--- config.mk ---
export PLATFORM = sky130hd
export DESIGN_NAME = wpm_wake_match
export DESIGN_NICKNAME = d
export VERILOG_FILES = /design/src/common/wpm_pkg.sv /design/src/core/wpm_wake_match.sv
export VERILOG_INCLUDE_DIRS = /design/src /design/src/common
export SDC_FILE = /design/constraint.sdc
export NUM_CORES = 1
export LEC_CHECK = 0
export BUFFER_PORTS_ARGS = -buffer_cell sky130_fd_sc_hd__buf_4
export CAP_MARGIN = 20
export CORE_MARGIN = 2
export CORE_UTILIZATION = 34
export DETAILED_ROUTE_END_ITERATION = 8
export GPL_TIMING_DRIVEN = 0
export SLEW_MARGIN = 20
export SYNTH_ARGS = -nofsm -noshare
export SYNTH_HDL_FRONTEND = slang
export SYNTH_SLANG_ARGS = --single-unit
--- constraint.sdc ---
create_clock -name i_core_clk -period 4.98 [get_ports i_core_clk]
set_input_delay 0.996 -clock i_core_clk [delete_from_list [all_inputs] [get_ports i_core_clk]]
set_output_delay 0.996 -clock i_core_clk [all_outputs]
set_load 0.02 [all_outputs]
--- src/common/wpm_consts.svh ---
// register offsets, reset values and crc constants for the wake pattern matcher
`ifndef WPM_CONSTS_SVH
`define WPM_CONSTS_SVH

// register offsets, byte addresses of 16-bit registers
`define WPM_OFS_S1_CRC_LOW    8'h40
`define WPM_OFS_S1_CRC_HIGH   8'h42
`define WPM_OFS_S1_MASK_1_16  8'h44
`define WPM_OFS_S1_MASK_17_32 8'h46
`define WPM_OFS_S1_MASK_33_48 8'h48
`define WPM_OFS_S1_MASK_49_64 8'h4A
`define WPM_OFS_S2_CRC_LOW    8'h50
`define WPM_OFS_S2_CRC_HIGH   8'h52
`define WPM_OFS_S2_MASK_1_16  8'h54
`define WPM_OFS_S2_MASK_17_32 8'h56
`define WPM_OFS_S2_MASK_33_48 8'h58
`define WPM_OFS_S2_MASK_49_64 8'h5A

// reserved address windows
`define WPM_RSV_A_FIRST       8'h3C
`define WPM_RSV_A_LAST        8'h3F
`define WPM_RSV_B_FIRST       8'h4C
`define WPM_RSV_B_LAST        8'h4F

// reset values
`define WPM_RST_CRC           16'h0000
`define WPM_RST_MASK          16'h0000
`define WPM_RST_RDATA         16'h0000

// crc-32, reflected form
`define WPM_CRC_INIT          32'hFFFFFFFF
`define WPM_CRC_POLY          32'hEDB88320

// number of frame bytes covered by the mask
`define WPM_MASK_BYTES        7'h40

`endif

--- src/common/wpm_pkg.sv ---
// types shared by the wake pattern matcher
package wpm_pkg;

    // receive frame tracking, one-hot
    typedef enum logic [1:0] {
        WPM_IDLE  = 2'b01,
        WPM_FRAME = 2'b10
    } wpm_frame_state_t;

    typedef logic [15:0] wpm_reg16_t;
    typedef logic [31:0] wpm_crc_t;

endpackage

--- src/core/wpm_wake_match.sv ---
// masked crc wake pattern matcher for wake slots 1 and 2
//
// Behaviour
// - Each slot runs 802.3 CRC over mask-selected bytes and compares with expected.
// - Slot 1 expected CRC low half, read/write at 0x40, resets to zero.
// - Slot 1 expected CRC high half at 0x42, resets zero, forms 32-bit value.
// - Slot 2 expected CRC low half, read/write at 0x50, resets to zero.
// - Slot 2 expected CRC high half, read/write at 0x52, resets to zero.
// - Slot 1 mask at 0x44: bit n selects frame byte n+1.
// - Slot 1 mask at 0x46 selects bytes 17 to 32, bit 0 is byte 17.
// - Slot 1 mask at 0x48 selects bytes 33 to 48, bit 0 is byte 33.
// - Slot 1 mask at 0x4A selects bytes 49 to 64; later bytes never count.
// - Slot 2 mask at 0x54: bit n selects frame byte n+1.
// - Slot 2 mask at 0x56 selects bytes 17 to 32, bit 0 is byte 17.
// - Slot 2 mask at 0x58 selects bytes 33 to 48, resets to zero.
// - Slot 2 mask at 0x5A selects bytes 49 to 64, bit 15 is byte 64.
// - Addresses 0x3C-0x3F and 0x4C-0x4F hold no storage, read as zero.
// - Slot 1 matches only while its detect enable is set.
// - Slot 2 matches only while its detect enable is set.
`timescale 1ns/1ns
`include "wpm_consts.svh"

module wpm_wake_match (
    // clock and reset
    input  wire logic        i_core_clk,
    input  wire logic        i_resetn,
    // register port
    input  wire logic [7:0]  i_reg_addr,
    input  wire logic        i_reg_wr,
    input  wire logic        i_reg_rd,
    input  wire logic [1:0]  i_reg_be,
    input  wire logic [15:0] i_reg_wdata,
    output logic      [15:0] o_reg_rdata,
    // slot enables from the wake control register
    input  wire logic        i_slot1_detect_enable,
    input  wire logic        i_slot2_detect_enable,
    // received frame bytes from the mac
    input  wire logic        i_rx_valid,
    input  wire logic        i_rx_sof,
    input  wire logic        i_rx_eof,
    input  wire logic [7:0]  i_rx_data,
    // wake detection events
    output logic             o_slot1_wake,
    output logic             o_slot2_wake
);

    // one crc step over a byte, lsb first
    function automatic wpm_pkg::wpm_crc_t crc_byte(input wpm_pkg::wpm_crc_t c_in, input logic [7:0] d);
        wpm_pkg::wpm_crc_t c;
        logic              fb;
        c = c_in;
        for (int i = 0; i < 8; i++)
        begin
            fb = c[0] ^ d[i];
            c  = {1'b0, c[31:1]};
            if (fb)
            begin
                c = c ^ `WPM_CRC_POLY;
            end
        end
        return c;
    endfunction

    // byte-enable merge of a 16-bit register write
    function automatic wpm_pkg::wpm_reg16_t merge16(input wpm_pkg::wpm_reg16_t old, input logic [1:0] be,
                                                    input wpm_pkg::wpm_reg16_t wd);
        return {be[1] ? wd[15:8] : old[15:8], be[0] ? wd[7:0] : old[7:0]};
    endfunction

    wpm_pkg::wpm_reg16_t      crc_low   [2];
    wpm_pkg::wpm_reg16_t      crc_high  [2];
    wpm_pkg::wpm_reg16_t      mask_word [2][4];
    wpm_pkg::wpm_crc_t        crc_run   [2];
    wpm_pkg::wpm_crc_t        next_crc  [2];
    logic [63:0]              mask_all  [2];
    logic [31:0]              expect_crc[2];
    logic [1:0]               slot_en;
    logic [1:0]               next_wake;
    logic [6:0]               byte_cnt;
    logic [6:0]               cur_idx;
    logic                     accept;
    logic                     in_window;
    logic                     in_reserved;
    wpm_pkg::wpm_frame_state_t state;

    // byte acceptance and index of the current byte
    assign accept    = i_rx_valid && (i_rx_sof || state == wpm_pkg::WPM_FRAME);
    assign cur_idx   = i_rx_sof ? 7'h00 : byte_cnt;
    assign in_window = cur_idx < `WPM_MASK_BYTES;
    assign slot_en   = {i_slot2_detect_enable, i_slot1_detect_enable};

    // reserved address windows, watched by the checks below
    assign in_reserved = (i_reg_addr >= `WPM_RSV_A_FIRST && i_reg_addr <= `WPM_RSV_A_LAST) ||
                         (i_reg_addr >= `WPM_RSV_B_FIRST && i_reg_addr <= `WPM_RSV_B_LAST);

    // frame state tracking
    always_ff @(posedge i_core_clk or negedge i_resetn)
    begin
        if (!i_resetn)
        begin
            state <= wpm_pkg::WPM_IDLE;
        end
        else if (accept)
        begin
            unique case (1'b1)
                i_rx_eof: state <= wpm_pkg::WPM_IDLE;
                default:  state <= wpm_pkg::WPM_FRAME;
            endcase
        end
    end

    // byte counter, saturates once past the masked window
    always_ff @(posedge i_core_clk or negedge i_resetn)
    begin
        if (!i_resetn)
        begin
            byte_cnt <= 7'h00;
        end
        else if (accept)
        begin
            byte_cnt <= in_window ? cur_idx + 7'h01 : `WPM_MASK_BYTES;
        end
    end

    // register writes with byte enables
    always_ff @(posedge i_core_clk or negedge i_resetn)
    begin
        if (!i_resetn)
        begin
            for (int s = 0; s < 2; s++)
            begin
                crc_low[s]  <= `WPM_RST_CRC;
                crc_high[s] <= `WPM_RST_CRC;
                for (int w = 0; w < 4; w++)
                begin
                    mask_word[s][w] <= `WPM_RST_MASK;
                end
            end
        end
        else if (i_reg_wr)
        begin
            unique case (i_reg_addr)
                `WPM_OFS_S1_CRC_LOW:    crc_low[0]      <= merge16(crc_low[0], i_reg_be, i_reg_wdata);
                `WPM_OFS_S1_CRC_HIGH:   crc_high[0]     <= merge16(crc_high[0], i_reg_be, i_reg_wdata);
                `WPM_OFS_S1_MASK_1_16:  mask_word[0][0] <= merge16(mask_word[0][0], i_reg_be, i_reg_wdata);
                `WPM_OFS_S1_MASK_17_32: mask_word[0][1] <= merge16(mask_word[0][1], i_reg_be, i_reg_wdata);
                `WPM_OFS_S1_MASK_33_48: mask_word[0][2] <= merge16(mask_word[0][2], i_reg_be, i_reg_wdata);
                `WPM_OFS_S1_MASK_49_64: mask_word[0][3] <= merge16(mask_word[0][3], i_reg_be, i_reg_wdata);
                `WPM_OFS_S2_CRC_LOW:    crc_low[1]      <= merge16(crc_low[1], i_reg_be, i_reg_wdata);
                `WPM_OFS_S2_CRC_HIGH:   crc_high[1]     <= merge16(crc_high[1], i_reg_be, i_reg_wdata);
                `WPM_OFS_S2_MASK_1_16:  mask_word[1][0] <= merge16(mask_word[1][0], i_reg_be, i_reg_wdata);
                `WPM_OFS_S2_MASK_17_32: mask_word[1][1] <= merge16(mask_word[1][1], i_reg_be, i_reg_wdata);
                `WPM_OFS_S2_MASK_33_48: mask_word[1][2] <= merge16(mask_word[1][2], i_reg_be, i_reg_wdata);
                `WPM_OFS_S2_MASK_49_64: mask_word[1][3] <= merge16(mask_word[1][3], i_reg_be, i_reg_wdata);
                default:                ; // reserved and unmapped writes are dropped
            endcase
        end
    end

    // registered read data, held until the next read
    always_ff @(posedge i_core_clk or negedge i_resetn)
    begin
        if (!i_resetn)
        begin
            o_reg_rdata <= `WPM_RST_RDATA;
        end
        else if (i_reg_rd)
        begin
            unique case (i_reg_addr)
                `WPM_OFS_S1_CRC_LOW:    o_reg_rdata <= crc_low[0];
                `WPM_OFS_S1_CRC_HIGH:   o_reg_rdata <= crc_high[0];
                `WPM_OFS_S1_MASK_1_16:  o_reg_rdata <= mask_word[0][0];
                `WPM_OFS_S1_MASK_17_32: o_reg_rdata <= mask_word[0][1];
                `WPM_OFS_S1_MASK_33_48: o_reg_rdata <= mask_word[0][2];
                `WPM_OFS_S1_MASK_49_64: o_reg_rdata <= mask_word[0][3];
                `WPM_OFS_S2_CRC_LOW:    o_reg_rdata <= crc_low[1];
                `WPM_OFS_S2_CRC_HIGH:   o_reg_rdata <= crc_high[1];
                `WPM_OFS_S2_MASK_1_16:  o_reg_rdata <= mask_word[1][0];
                `WPM_OFS_S2_MASK_17_32: o_reg_rdata <= mask_word[1][1];
                `WPM_OFS_S2_MASK_33_48: o_reg_rdata <= mask_word[1][2];
                `WPM_OFS_S2_MASK_49_64: o_reg_rdata <= mask_word[1][3];
                default:                o_reg_rdata <= `WPM_RST_RDATA;
            endcase
        end
    end

    // per-slot masked crc and compare
    for (genvar s = 0; s < 2; s++)
    begin : g_slot
        wpm_pkg::wpm_crc_t base;
        logic              sel;

        assign mask_all[s]   = {mask_word[s][3], mask_word[s][2],
                                mask_word[s][1], mask_word[s][0]};
        assign expect_crc[s] = {crc_high[s], crc_low[s]};
        assign base          = i_rx_sof ? `WPM_CRC_INIT : crc_run[s];
        assign sel           = in_window && mask_all[s][cur_idx[5:0]];
        assign next_crc[s]   = sel ? crc_byte(base, i_rx_data) : base;
        assign next_wake[s]  = accept && i_rx_eof && slot_en[s] && (~next_crc[s] == expect_crc[s]);

        // running crc of the current frame
        always_ff @(posedge i_core_clk or negedge i_resetn)
        begin
            if (!i_resetn)
            begin
                crc_run[s] <= `WPM_CRC_INIT;
            end
            else if (accept)
            begin
                crc_run[s] <= next_crc[s];
            end
        end
    end

    // one-cycle wake events
    always_ff @(posedge i_core_clk or negedge i_resetn)
    begin
        if (!i_resetn)
        begin
            o_slot1_wake <= 1'b0;
            o_slot2_wake <= 1'b0;
        end
        else
        begin
            o_slot1_wake <= next_wake[0];
            o_slot2_wake <= next_wake[1];
        end
    end
endmodule

Word-level counts from Yosys, hierarchy flattened
Cells that the tools add are included.

word-level totals
  bits in registers = 283
  latch bits = 0
  RAM bits = 0
  bits in read-only memories = 0
  logic and storage cells = 144
  memories = 0

operators by class
  add/subtract/negate cells = 1
  multipliers = 0
  divide/modulo/power cells = 0
  magnitude comparators = 2
  equal/unequal tests = 15
  shifts and indexed selects = 0
  multiplexer cells = 28
  bitwise logic cells = 34
  reductions and logical operators = 33

operators by type and width
  operator                                                               count
  32-bit 2-to-1 mux                                                      20
  13-bit NOT with 14-bit output                                          16
  16-bit case mux with 12 select lines                                   1
  8-bit by 7-bit == test with 1-bit output (second input constant)       12
  3-bit AND reduction                                                    24
  32-bit == test                                                         2
  32-bit NOT                                                             2
  1-bit bitwise XOR                                                      16
  7-bit 2-to-1 mux                                                       2
  1-bit binary-select mux with 6-bit select                              2
  1-bit logical AND                                                      8
  7-bit by 1-bit adder with 7-bit output (second input constant)         1
  6-bit by 7-bit < comparator with 1-bit output (second input constant)  1
  7-bit < comparator (second input constant)                             1
  2-bit == test (second input constant)                                  1
  1-bit 2-to-1 mux                                                       2
  2-bit 2-to-1 mux                                                       1
  1-bit logical OR                                                       1

Logic depth before layout (Yosys ltp)
Gate-level depths: netlist of the first run.

  word-level depth = 21
  mapped depth = 17
  gate-level depth less buffers = 12

Worst setup path before layout of the first run
No wires, ideal clock.

  path type = input to register
  start = input i_rx_sof
  end = register o_slot2_wake
  setup time = 96 ps
  data arrival time = 3796 ps
  setup slack = 1088 ps
  stages = 13
  buffers on the path = 2
  cell sequence = buf_6 -> or3b_4 -> a221o_1 -> a21oi_1 -> nor4_1 -> or3_4 -> buf_2 -> nor4_2 -> nor3_1 -> a2111oi_2 -> nand4_1 -> or4_1 -> nor4_2

between the ends
  word-level cells in the longest chain between the ends = 19

RTL lines
  element                                                                                     line                   text
  from (decl)                                                                                 wpm_wake_match.sv:39   input wire logic i_rx_sof,
  32-bit 2-to-1 mux                                                                           wpm_wake_match.sv:196  assign base = i_rx_sof ? `WPM_CRC_INIT : crc_run[s];
  1-bit bitwise XOR / 13-bit NOT with 14-bit output (equally long branches)                   --
  32-bit 2-to-1 mux                                                                           wpm_wake_match.sv:56   if (fb)
  32-bit 2-to-1 mux / 13-bit NOT with 14-bit output (equally long branches)                   --
  13-bit NOT with 14-bit output (no source line) / 32-bit 2-to-1 mux (equally long branches)  --
  32-bit 2-to-1 mux / 13-bit NOT with 14-bit output (equally long branches)                   --
  13-bit NOT with 14-bit output (no source line) / 32-bit 2-to-1 mux (equally long branches)  --
  32-bit 2-to-1 mux                                                                           wpm_wake_match.sv:56
  [4 not listed]                                                                              --
  32-bit 2-to-1 mux                                                                           wpm_wake_match.sv:56
  13-bit NOT with 14-bit output (no source line)                                              --
  32-bit 2-to-1 mux                                                                           wpm_wake_match.sv:56
  32-bit 2-to-1 mux                                                                           wpm_wake_match.sv:198  assign next_crc[s] = sel ? crc_byte(base, i_rx_data) : base;
  32-bit NOT                                                                                  wpm_wake_match.sv:199  assign next_wake[s] = accept && i_rx_eof && slot_en[s] && (~next_crc[s] == expect_crc[s]);
  32-bit == test                                                                              wpm_wake_match.sv:199
  1-bit logical AND (*)                                                                       wpm_wake_match.sv:199
  named net next_wake[1]                                                                      wpm_wake_match.sv:78   logic [1:0] next_wake;
  to (signal assigned)                                                                        wpm_wake_match.sv:226  o_slot2_wake <= next_wake[1];
  to (decl)                                                                                   wpm_wake_match.sv:44   output logic o_slot2_wake

Mark *: on every way through the listed nets, which the timed path passes. The rest lies on a longest branch. The select of a mux whose other input is x is not followed.
A chain may end at the register's enable or synchronous reset.

Final worst setup path of the first run
  start = input i_rx_sof
  end = register o_slot1_wake

between the ends
  word-level cells in the longest chain between the ends = 19

RTL lines
  element                                                                                     line                   text
  32-bit 2-to-1 mux                                                                           wpm_wake_match.sv:196
  1-bit bitwise XOR / 13-bit NOT with 14-bit output (equally long branches)                   --
  32-bit 2-to-1 mux                                                                           wpm_wake_match.sv:56
  32-bit 2-to-1 mux / 13-bit NOT with 14-bit output (equally long branches)                   --
  13-bit NOT with 14-bit output (no source line) / 32-bit 2-to-1 mux (equally long branches)  --
  32-bit 2-to-1 mux / 13-bit NOT with 14-bit output (equally long branches)                   --
  13-bit NOT with 14-bit output (no source line) / 32-bit 2-to-1 mux (equally long branches)  --
  32-bit 2-to-1 mux                                                                           wpm_wake_match.sv:56
  [4 not listed]                                                                              --
  32-bit 2-to-1 mux                                                                           wpm_wake_match.sv:56
  13-bit NOT with 14-bit output (no source line)                                              --
  32-bit 2-to-1 mux                                                                           wpm_wake_match.sv:56
  32-bit 2-to-1 mux                                                                           wpm_wake_match.sv:198
  32-bit NOT                                                                                  wpm_wake_match.sv:199
  32-bit == test                                                                              wpm_wake_match.sv:199
  1-bit logical AND (*)                                                                       wpm_wake_match.sv:199
  named net next_wake[0]                                                                      wpm_wake_match.sv:78
  to (signal assigned)                                                                        wpm_wake_match.sv:225  o_slot1_wake <= next_wake[0];
  to (decl)                                                                                   wpm_wake_match.sv:43   output logic o_slot1_wake,

Marks and branches as above.

==> results of run 1 <==
cell type report:
| cell class | instances | area (um2) |
|---|---|---|
| multi-input cells | 1288 | 10060 |
| plain buffers | 142 | 644.4 |
| well taps | 688 | 860.8 |
| fillers | 5210 | 31870 |
| clock buffers | 53 | 1023 |
| clock inverters | 5 | 78.83 |
| inverters | 48 | 180.2 |
| flip-flops and latches | 283 | 7163 |
| repair buffers | 65 | 566.8 |
worst min-delay path by stage:
stage / start / to / slack, ns / cells past startpoint
final: i_resetn / mask_all[55]$_DFFE_PN0P_ / 0.27 / 1
after global routing: i_resetn / mask_all[39]$_DFFE_PN0P_ / 0.26 / 1
after CTS: i_resetn / mask_all[35]$_DFFE_PN0P_ / 0.25 / 1
after detailed placement: state[0]$_DFFE_PN1P_ / state[0]$_DFFE_PN1P_ / 0.46 / 2
after global placement: state[0]$_DFFE_PN1P_ / state[0]$_DFFE_PN1P_ / 0.46 / 2
after floorplan: state[0]$_DFFE_PN1P_ / state[0]$_DFFE_PN1P_ / 0.44 / 2
kinds of logic after synthesis:
family / synth area share (%)
adder cells (fa/ha/maj): 0.06949
AND/OR/NAND/NOR: 11.59
multiplexers: 15.17
flip-flops: 39.79
buffers and inverters: 4.511
XOR/XNOR: 10.88
AO/OA/AOI/OAI: 17.99
metal layers:
layer / track usage, % / vias to the layer above / wire [um]
met5: 0 / - / 0
met1: 39.25 / 8205 / 33520
li1: - / 6739 / -
met2: 46.05 / 912 / 36000
met3: 6.542 / 209 / 7162
met4: 12.12 / 0 / 3651
state kept, by name, summed over array words and instances, names as in the netlist:
register,flops
crc_high,32
mask_all,128
crc_low,32
state,2
o_slot2_wake,1
byte_cnt,7
o_reg_rdata,16
crc_run,64
o_slot1_wake,1
per-stage QoR:
stage | setup TNS [ns] | power, mW | std cells
4_1_cts | 0 | 11.07 | 2571
5_1_grt | 0 | 11.70 | 2572
2_1_floorplan | 0 | 6.838 | 1761
3_5_place_dp | -34.81 | 8.472 | 2511
3_3_place_gp | -44.89 | 8.452 | 2504
6_report | 0 | 11.21 | 2572
cell usage in the layout, fill, tap and decap left out, drive strengths merged, types with 6 or more instances in the layout:
master,synthesis,final
a22o,33,33
a21oi,86,86
dfrtp,218,218
or4,8,8
mux2,190,190
buf,49,113
clkbuf,93,147
o221ai,9,9
a211oi,12,12
nor4,11,11
o21ai,69,69
o22a,13,13
a221oi,35,35
a22oi,39,39
mux2i,32,32
a221o,11,11
mux4,12,12
o31ai,9,9
nand2,61,61
inv,47,47
o22ai,42,42
nor3,48,48
nand4b,7,7
nand4,14,14
a31oi,12,12
nor2b,12,12
nor2,154,154
nand3,23,23
xor2,54,54
nor4b,6,6
o211ai,9,9
xnor2,121,121
xnor3,10,10
dfstp,65,65
and3,29,29
a32oi,6,6
o32ai,22,22
nand2b,14,14
repair_timing:
item                                    4_1_cts  5_1_grt
buffers inserted                              2        0
endpoints found under the setup margin       21        8
gates resized for setup                       4       11
pin swaps                                     1        0
power groups by stage:
stage / Sequential, mW / Combinational (mW) / Clock [mW]
after floorplan: 3.05 / 3.79 / 0
after global placement: 3.22 / 5.23 / 0
after detailed placement: 3.23 / 5.25 / 0
after CTS: 3.20 / 5.28 / 2.59
after global routing: 3.25 / 5.77 / 2.67
final: 3.22 / 5.43 / 2.56
==> out/metrics.cfg, run 1 <==
[worst_setup_path]
endpoint = o_slot1_wake$_DFF_PN0_
cp_slowest_stage_delay_ns = 0.56
path_class = input port to register
r2r_start = byte_cnt[0]$_DFFE_PN0P_
rr_worst_depth = 14
cp-end-kind = register
r2r_end = o_slot1_wake$_DFF_PN0_
cp-start-kind = input port
path_depth = 14
crit_chain = buf_4, buf_6, buf_6, buf_4, buf_2, buf_2, buf_2, o21a_1, nand3_1, nor4_1, a21oi_1, a2111oi_0, nand4_1, nor4_1
path_buf_inv = 7
required_ns = 5.39
cp-startpoint = i_rx_sof
crit_arrival_ns = 5.38
crit_fanout = 10
cpLargestDelayFamily = buffers and inverters
cp_slowest_cell = a2111oi_0
crit_top_cell = buf_2
regToRegSetupSlack_ns = 0.21

[clocking]
ctsHoldBuffers = 0
cts_buffers = 35
cts-root-buf = clkbuf_16
clkSlewWorstSetupHoldPaths_ns = 0.06
cts_tree = yes
htreeDepth = 2
clk_latency_ns = 0.58
cts.sinks = 283
cts_max_path_buffers = 3

[global_routing]
grt_overflow_total = 0
grt_pass1_wl_um = 115900
grtUsageTotal_pct = 29.41
antenna_found_initial = 2
grt_max_degree = 99
first_global_vias = 15857

[sta]
period_needed_ns = 4.973
fin_crit_sh_pct = 99.85
tightest_slew_ns = 1.202
setup_viol = 0
relSlewSlack_pct = 19.57
final.setup_skew_ns = 0.02670
maxSlewViolCount = 0
layout_setup_ws_ns = 0.007339
holdWs_ns = 0.2656
fmax_mhz = 201.1
finalHoldViolations = 0
rsz0062_at_grt = no

[logic_synthesis]
yosys.area.top_type_share_pct = 30.30
synth_seq_cells = 283
synth.top_cells.by_area = dfrtp_1, mux2_2, dfstp_2
synthCells = 1761
yosys_warnings = 0
ys_top_cells_by_count = dfrtp_1, mux2_2, nor2_1, xnor2_1, clkbuf_1
synth_ff_type = dfrtp_1
yosysMostFrequentCell = dfrtp_1
synth_fp_nets = 1805
avgSynthCellArea_um2 = 10.22
ys_seq_area_share_pct = 39.79
synth-edff-count = 0
synthArstFlopShare_pct = 100.0
synth_top_area_cell = dfrtp_1
netlist-cell-type-count = 89
syn_area_um2 = 18000

[floorplanning]
die_area_um2 = 54810
die_h_um = 234.1
ioPinCount = 61
die_w_um = 234.1
rows = 84
start_util_pct = 34.33
core_um2 = 52450

[placement]
dp_slack_ns = -1.036
place_area_um2 = 19430
io_buffers = 55
gp_congestion = 0.9758
dpl.hpwl_um = 59500

[power_and_ir_drop]
leakagePower_nw = 8.620
switchingPower_mw = 4.854
ir_worst_vdd_v = 0.0002155
swShare_pct = 43.29
seqPwrFrac_pct = 28.7
pwr-share-comb_pct = 48.5
power_frac_clock_pct = 22.8
p_int_mw = 6.359
power.density_nw_per_um2 = 544.9

[route]
routed_via_density = 6.246
vias = 16065
drtPass1Iterations = 6
drc = 0
avgRoutedWirePerCell_um = 31.23
drt_iter0_drc = 1997
ant_nets = 0
finalWirelength_um = 80330

[hold_path]
hold_class = input port to asynchronous set/reset pin

[cells_and_area]
area_growth_pct = 14.30
layout.nets = 1907
drive_above_1_share_pct = 25.21
fin_area_um2 = 20580
diodes = 0
final_util_pct = 39.24

[job]
max_cap_viol_count = 0

[run_status]
outcome = completed

Power figures use the tool's default switching activity.
==> inputs of run 2 (changes only) <==
--- a/config.mk
+++ b/config.mk
@@ -6,7 +6,7 @@
 export SDC_FILE = /design/constraint.sdc
 export NUM_CORES = 1
 export LEC_CHECK = 0
-export BUFFER_PORTS_ARGS = -buffer_cell sky130_fd_sc_hd__buf_4
+export BUFFER_PORTS_ARGS = -buffer_cell sky130_fd_sc_hd__buf_2
 export CAP_MARGIN = 20
 export CORE_MARGIN = 2
 export CORE_UTILIZATION = 34
==> constraint.sdc (replaced) <==
create_clock -name i_core_clk -period 4.98 [get_ports i_core_clk]
set_input_delay 0.996 -clock i_core_clk [delete_from_list [all_inputs] [get_ports i_core_clk]]
set_output_delay 0.996 -clock i_core_clk [all_outputs]
set_load 0.005 [all_outputs]
==> out/metrics.cfg, run 2 (same netlist as run 1, synthesis figures left out) <==
[run_status]
outcome = completed

[sta]
period_needed_ns = 4.964
setup_viol = 0
maxSlewViolCount = 0
fmax_mhz = 201.5
fin_crit_sh_pct = 99.67
final.setup_skew_ns = 0.01258
tightest_slew_ns = 1.111
finalHoldViolations = 0
rsz0062_at_grt = no
relSlewSlack_pct = 25.42
fin_tns_setup_ns = 0
holdWs_ns = 0.2374

[hold_path]
hold_class = input port to asynchronous set/reset pin

[floorplanning]
die_w_um = 234.1
ioPinCount = 61
die_area_um2 = 54810
start_util_pct = 34.33
die_h_um = 234.1
rows = 84
core_um2 = 52450

[placement]
dp.cells = 2511
io_buffers = 55
place_area_um2 = 19290
gp_congestion = 1.016
dpl.hpwl_um = 59390

[clocking]
ctsHoldBuffers = 0
clkSlewWorstSetupHoldPaths_ns = 0.06
clk_latency_ns = 0.57
cts_buffers = 34
cts.sinks = 283
htreeDepth = 2
cts-root-buf = clkbuf_16
cts_tree = yes
cts_max_path_buffers = 3

[route]
ant_nets = 0
drt_iter0_drc = 1987
drtPass1Iterations = 6
finalWirelength_um = 79240
avgRoutedWirePerCell_um = 30.77
drc = 0
routed_via_density = 6.264
vias = 16130

[worst_setup_path]
crit_arrival_ns = 5.40
cp-end-kind = register
required_ns = 5.41
crit_fanout = 10
cp-start-kind = input port
regToRegSetupSlack_ns = 0.30
path_class = input port to register

[global_routing]
grtUsageTotal_pct = 28.90
antenna_found_initial = 1
grt_max_degree = 101
grt_pass1_wl_um = 114500
grt_overflow_total = 0
first_global_vias = 15605

[cells_and_area]
layout.nets = 1909
final_cell_mix = dfrtp_1, mux2_2, nor2_1
area_growth_pct = 13.76
drive_above_1_share_pct = 25.87
largest_reg_flops = 128
final_cell_count_no_fill = 2575
final_common_cell = dfrtp_1
fin_area_um2 = 20480

[job]
max_cap_viol_count = 0

[power_and_ir_drop]
leakagePower_nw = 8.611
ir_worst_vdd_v = 0.0002493
power.density_nw_per_um2 = 548.6

==> run 2: final timing paths <==
path / startpoint / endpoint / cells after the start
setup / recovery: i_rx_sof / o_slot1_wake$_DFF_PN0_ / 14
hold reg to reg: state[0]$_DFFE_PN1P_ / state[0]$_DFFE_PN1P_ / 2
hold / removal: i_resetn / mask_all[66]$_DFFE_PN0P_ / 1
setup reg to reg: byte_cnt[2]$_DFFE_PN0P_ / o_slot1_wake$_DFF_PN0_ / 15
min in group i_core_clk: state[0]$_DFFE_PN1P_ / state[0]$_DFFE_PN1P_ / 2
max in group asynchronous: i_resetn / crc_run[59]$_DFFE_PN1P_ / 3
==> run 2: timing repair <==
action / in CTS / in global routing
buffers inserted: 3 / 3
gates cloned: 0 / 0
pin swaps: 1 / 1
setup endpoints to repair: 55 / 11
gates resized for setup: 9 / 15
==> run 2: power by group <==
part           switching [mW]  total, mW  leakage, nW  internal [mW]
clock network            1.08       2.52        0.533           1.44
registers               0.424       3.23         3.67           2.80
logic                    3.39       5.49         4.41           2.10
==> run 2: worst max-delay path: stages <==
cell,delay [ns]
buf_2,0.15
buf_6,0.22
buf_6,0.21
buf_4,0.27
buf_2,0.43
buf_2,0.34
buf_2,0.45
o21a_1,0.32
nand3_1,0.30
nor4_1,0.41
a21oi_1,0.13
a2111oi_1,0.54
nand4_1,0.19
nor4_2,0.41
==> run 2: through the flow <==
stage	worst slack (ns)	util (%)	power, mW
after floorplan	1.088	-	6.838
after global placement	-2.416	36.49	8.482
after detailed placement	-1.237	36.79	8.488
after CTS	0.01620	38.94	11.08
after global routing	0.001549	39.04	11.71
final	0.01637	39.05	11.24
==> run 2: final cells by class <==
cell class              instances  area (um2)
diodes                          1       2.502
plain buffers                 142       643.1
clock buffers                  44       938.4
clock inverters                13       146.4
fillers                      5185       31970
inverters                      48       180.2
multi-input cells            1288       10090
flip-flops and latches        283        7163
well taps                     688       860.8
repair buffers                 68       454.2
==> run 2: routing by layer <==
| layer | share of wire [%] | vias to the layer above | wire length [um] | track usage (%) |
|---|---|---|---|---|
| li1 | - | 6747 | - | - |
| met1 | 42 | 8286 | 33640 | 39.77 |
| met2 | 45 | 917 | 36020 | 45.63 |
| met3 | 8.2 | 180 | 6526 | 4.791 |
| met4 | 3.8 | 0 | 3050 | 10.70 |
| met5 | 0 | - | 0 | 0 |
==> inputs of run 3 (changes only) <==
--- a/config.mk
+++ b/config.mk
@@ -12,6 +12,7 @@
 export CORE_UTILIZATION = 34
 export DETAILED_ROUTE_END_ITERATION = 8
 export GPL_TIMING_DRIVEN = 0
+export PLACE_DENSITY_LB_ADDON = 0.05
 export SLEW_MARGIN = 20
 export SYNTH_ARGS = -nofsm -noshare
 export SYNTH_HDL_FRONTEND = slang
==> out/metrics.cfg, run 3 (same netlist as run 1, synthesis figures left out) <==
[cells_and_area]
area_growth_pct = 13.97
fillers = 5259
largest_reg_flops = 128
diodes = 0
final_common_cell = dfrtp_1
fin_area_um2 = 20520
layout.nets = 1908
final_util_pct = 39.12
register_area_um2 = 7163
multi_input_area_um2 = 10070
final_cell_mix = dfrtp_1, mux2_2, nor2_1
drive_above_1_share_pct = 25.58

[global_routing]
grt_max_degree = 92
antenna_found_initial = 0
first_global_vias = 15445
grt_overflow_total = 0
grt_pass1_wl_um = 118200
grtUsageTotal_pct = 30.31

[sta]
finalHoldViolations = 0
relSlewSlack_pct = 15.20
maxSlewViolCount = 0
fmax_mhz = 205.9
rsz0062_at_grt = no
period_needed_ns = 4.857
setup_viol = 0
final.setup_skew_ns = 0.01854
tightest_slew_ns = 1.267
fin_tns_setup_ns = 0
holdWs_ns = 0.3852
fin_crit_sh_pct = 97.53

[power_and_ir_drop]
swShare_pct = 43.31
ir_worst_vdd_v = 0.0002285
seqPwrFrac_pct = 28.5
leakagePower_nw = 8.626
pwr-share-comb_pct = 47.9
p_int_mw = 6.424
switchingPower_mw = 4.908
power_frac_clock_pct = 23.6
power.density_nw_per_um2 = 552.3

[floorplanning]
start_util_pct = 34.33
die_area_um2 = 54810
ioPinCount = 61
core_um2 = 52450
die_h_um = 234.1
die_w_um = 234.1
rows = 84

[worst_setup_path]
crit_fanout = 10
cp_slowest_cell = clkbuf_1
crit_arrival_ns = 5.33
cp-start-kind = input port
path_class = input port to register
required_ns = 5.45
cp_slowest_stage_delay_ns = 0.75
path_buf_inv = 11
crit_top_cell = buf_2
cp-end-kind = register
crit_chain = buf_2, buf_6, buf_6, buf_4, clkbuf_4, buf_2, buf_2, clkbuf_4, buf_2, clkbuf_1, clkbuf_1, o21ai_0, o21ai_0
rr_worst_depth = 15
regToRegSetupSlack_ns = 0.38
cpLargestDelayFamily = buffers and inverters
r2r_start = byte_cnt[0]$_DFFE_PN0P_
r2r_end = o_slot1_wake$_DFF_PN0_

[job]
max_cap_viol_count = 0

[route]
ant_nets = 0
avgRoutedWirePerCell_um = 32.14
vias = 15820
drtPass1Iterations = 6
finalWirelength_um = 82790
drt_iter0_drc = 1701
routed_via_density = 6.141
drc = 0

[clocking]
cts_max_path_buffers = 3
ctsHoldBuffers = 0
clk_latency_ns = 0.58
cts-root-buf = clkbuf_16
htreeDepth = 2
cts.sinks = 283
clkSlewWorstSetupHoldPaths_ns = 0.06
cts_tree = yes
cts_buffers = 37

[placement]
gp_congestion = 0.9475
dpl.hpwl_um = 61950
io_buffers = 55
place_area_um2 = 19290

[run_status]
outcome = completed

[hold_path]
hold_class = input port to asynchronous set/reset pin

==> run 3: worst reg2reg max path, cell delays in order, from the launching register on <==
cell and delay, ns:
dfrtp_1 0.33, buf_2 0.25, buf_2 0.37, buf_2 0.40, mux4_2 0.27, o22ai_1 0.08
a211oi_1 0.54, o211a_1 0.29, buf_6 0.19, buf_6 0.18, mux2i_1 0.40, xor2_1 0.18
nand4_1 0.10, a2111oi_2 0.35, nand4_1 0.15, nor4_2 0.40
==> run 3: how the worst max path moves through the flow <==
stage,slack (ns),startpoint,depth (start not counted),end
6_report,0.12,i_rx_sof,13,byte_cnt[0]$_DFFE_PN0P_
5_1_grt,0.11,i_rx_sof,15,o_slot1_wake$_DFF_PN0_
4_1_cts,0.05,i_rx_sof,14,o_slot1_wake$_DFF_PN0_
3_5_place_dp,-1.26,i_rx_sof,15,o_slot1_wake$_DFF_PN0_
3_3_place_gp,-2.74,i_resetn,1,mask_all[55]$_DFFE_PN0P_
2_1_floorplan,1.09,i_rx_sof,13,o_slot2_wake$_DFF_PN0_
==> run 3: layer usage <==
layer | part of all wire, % | GRT usage [%] | routed length (um)
met5 | 0 | 0 | 0
met3 | 7.4 | 5.143 | 6100
met2 | 47 | 50.20 | 39000
met1 | 42 | 40.40 | 34900
met4 | 3.4 | 9.296 | 2785
==> run 3: what timing repair did <==
item	4_1_cts	5_1_grt
pin swaps	1	0
endpoints found under the setup margin	44	4
resized for setup	7	13
setup buffers	2	0
hold endpoints to repair	0	0
==> run 3: power by group through the flow <==
stage | clock network [mW] | registers [mW] | logic (mW)
6_report | 2.68 | 3.23 | 5.43
5_1_grt | 2.81 | 3.26 | 5.76
4_1_cts | 2.73 | 3.21 | 5.28
3_5_place_dp | 0 | 3.24 | 5.24
3_3_place_gp | 0 | 3.25 | 5.26
2_1_floorplan | 0 | 3.05 | 3.79
==> run 3: cell type report <==
cell class	count	area share, %
well taps	688	4.196
clock buffers	48	4.915
multi-input cells	1288	49.10
repair buffers	64	2.049
inverters	48	0.8782
clock inverters	15	0.7989
flip-flops and latches	283	34.91
plain buffers	142	3.153
==> run 3: through the flow <==
stage | power [mW] | cells | setup WS (ns)
global placement | 8.507 | 2504 | -2.739
floorplan | 6.838 | 1761 | 1.088
CTS | 11.22 | 2576 | 0.05393
finish | 11.33 | 2576 | 0.1233
global route | 11.83 | 2576 | 0.1057
detailed placement | 8.481 | 2511 | -1.257
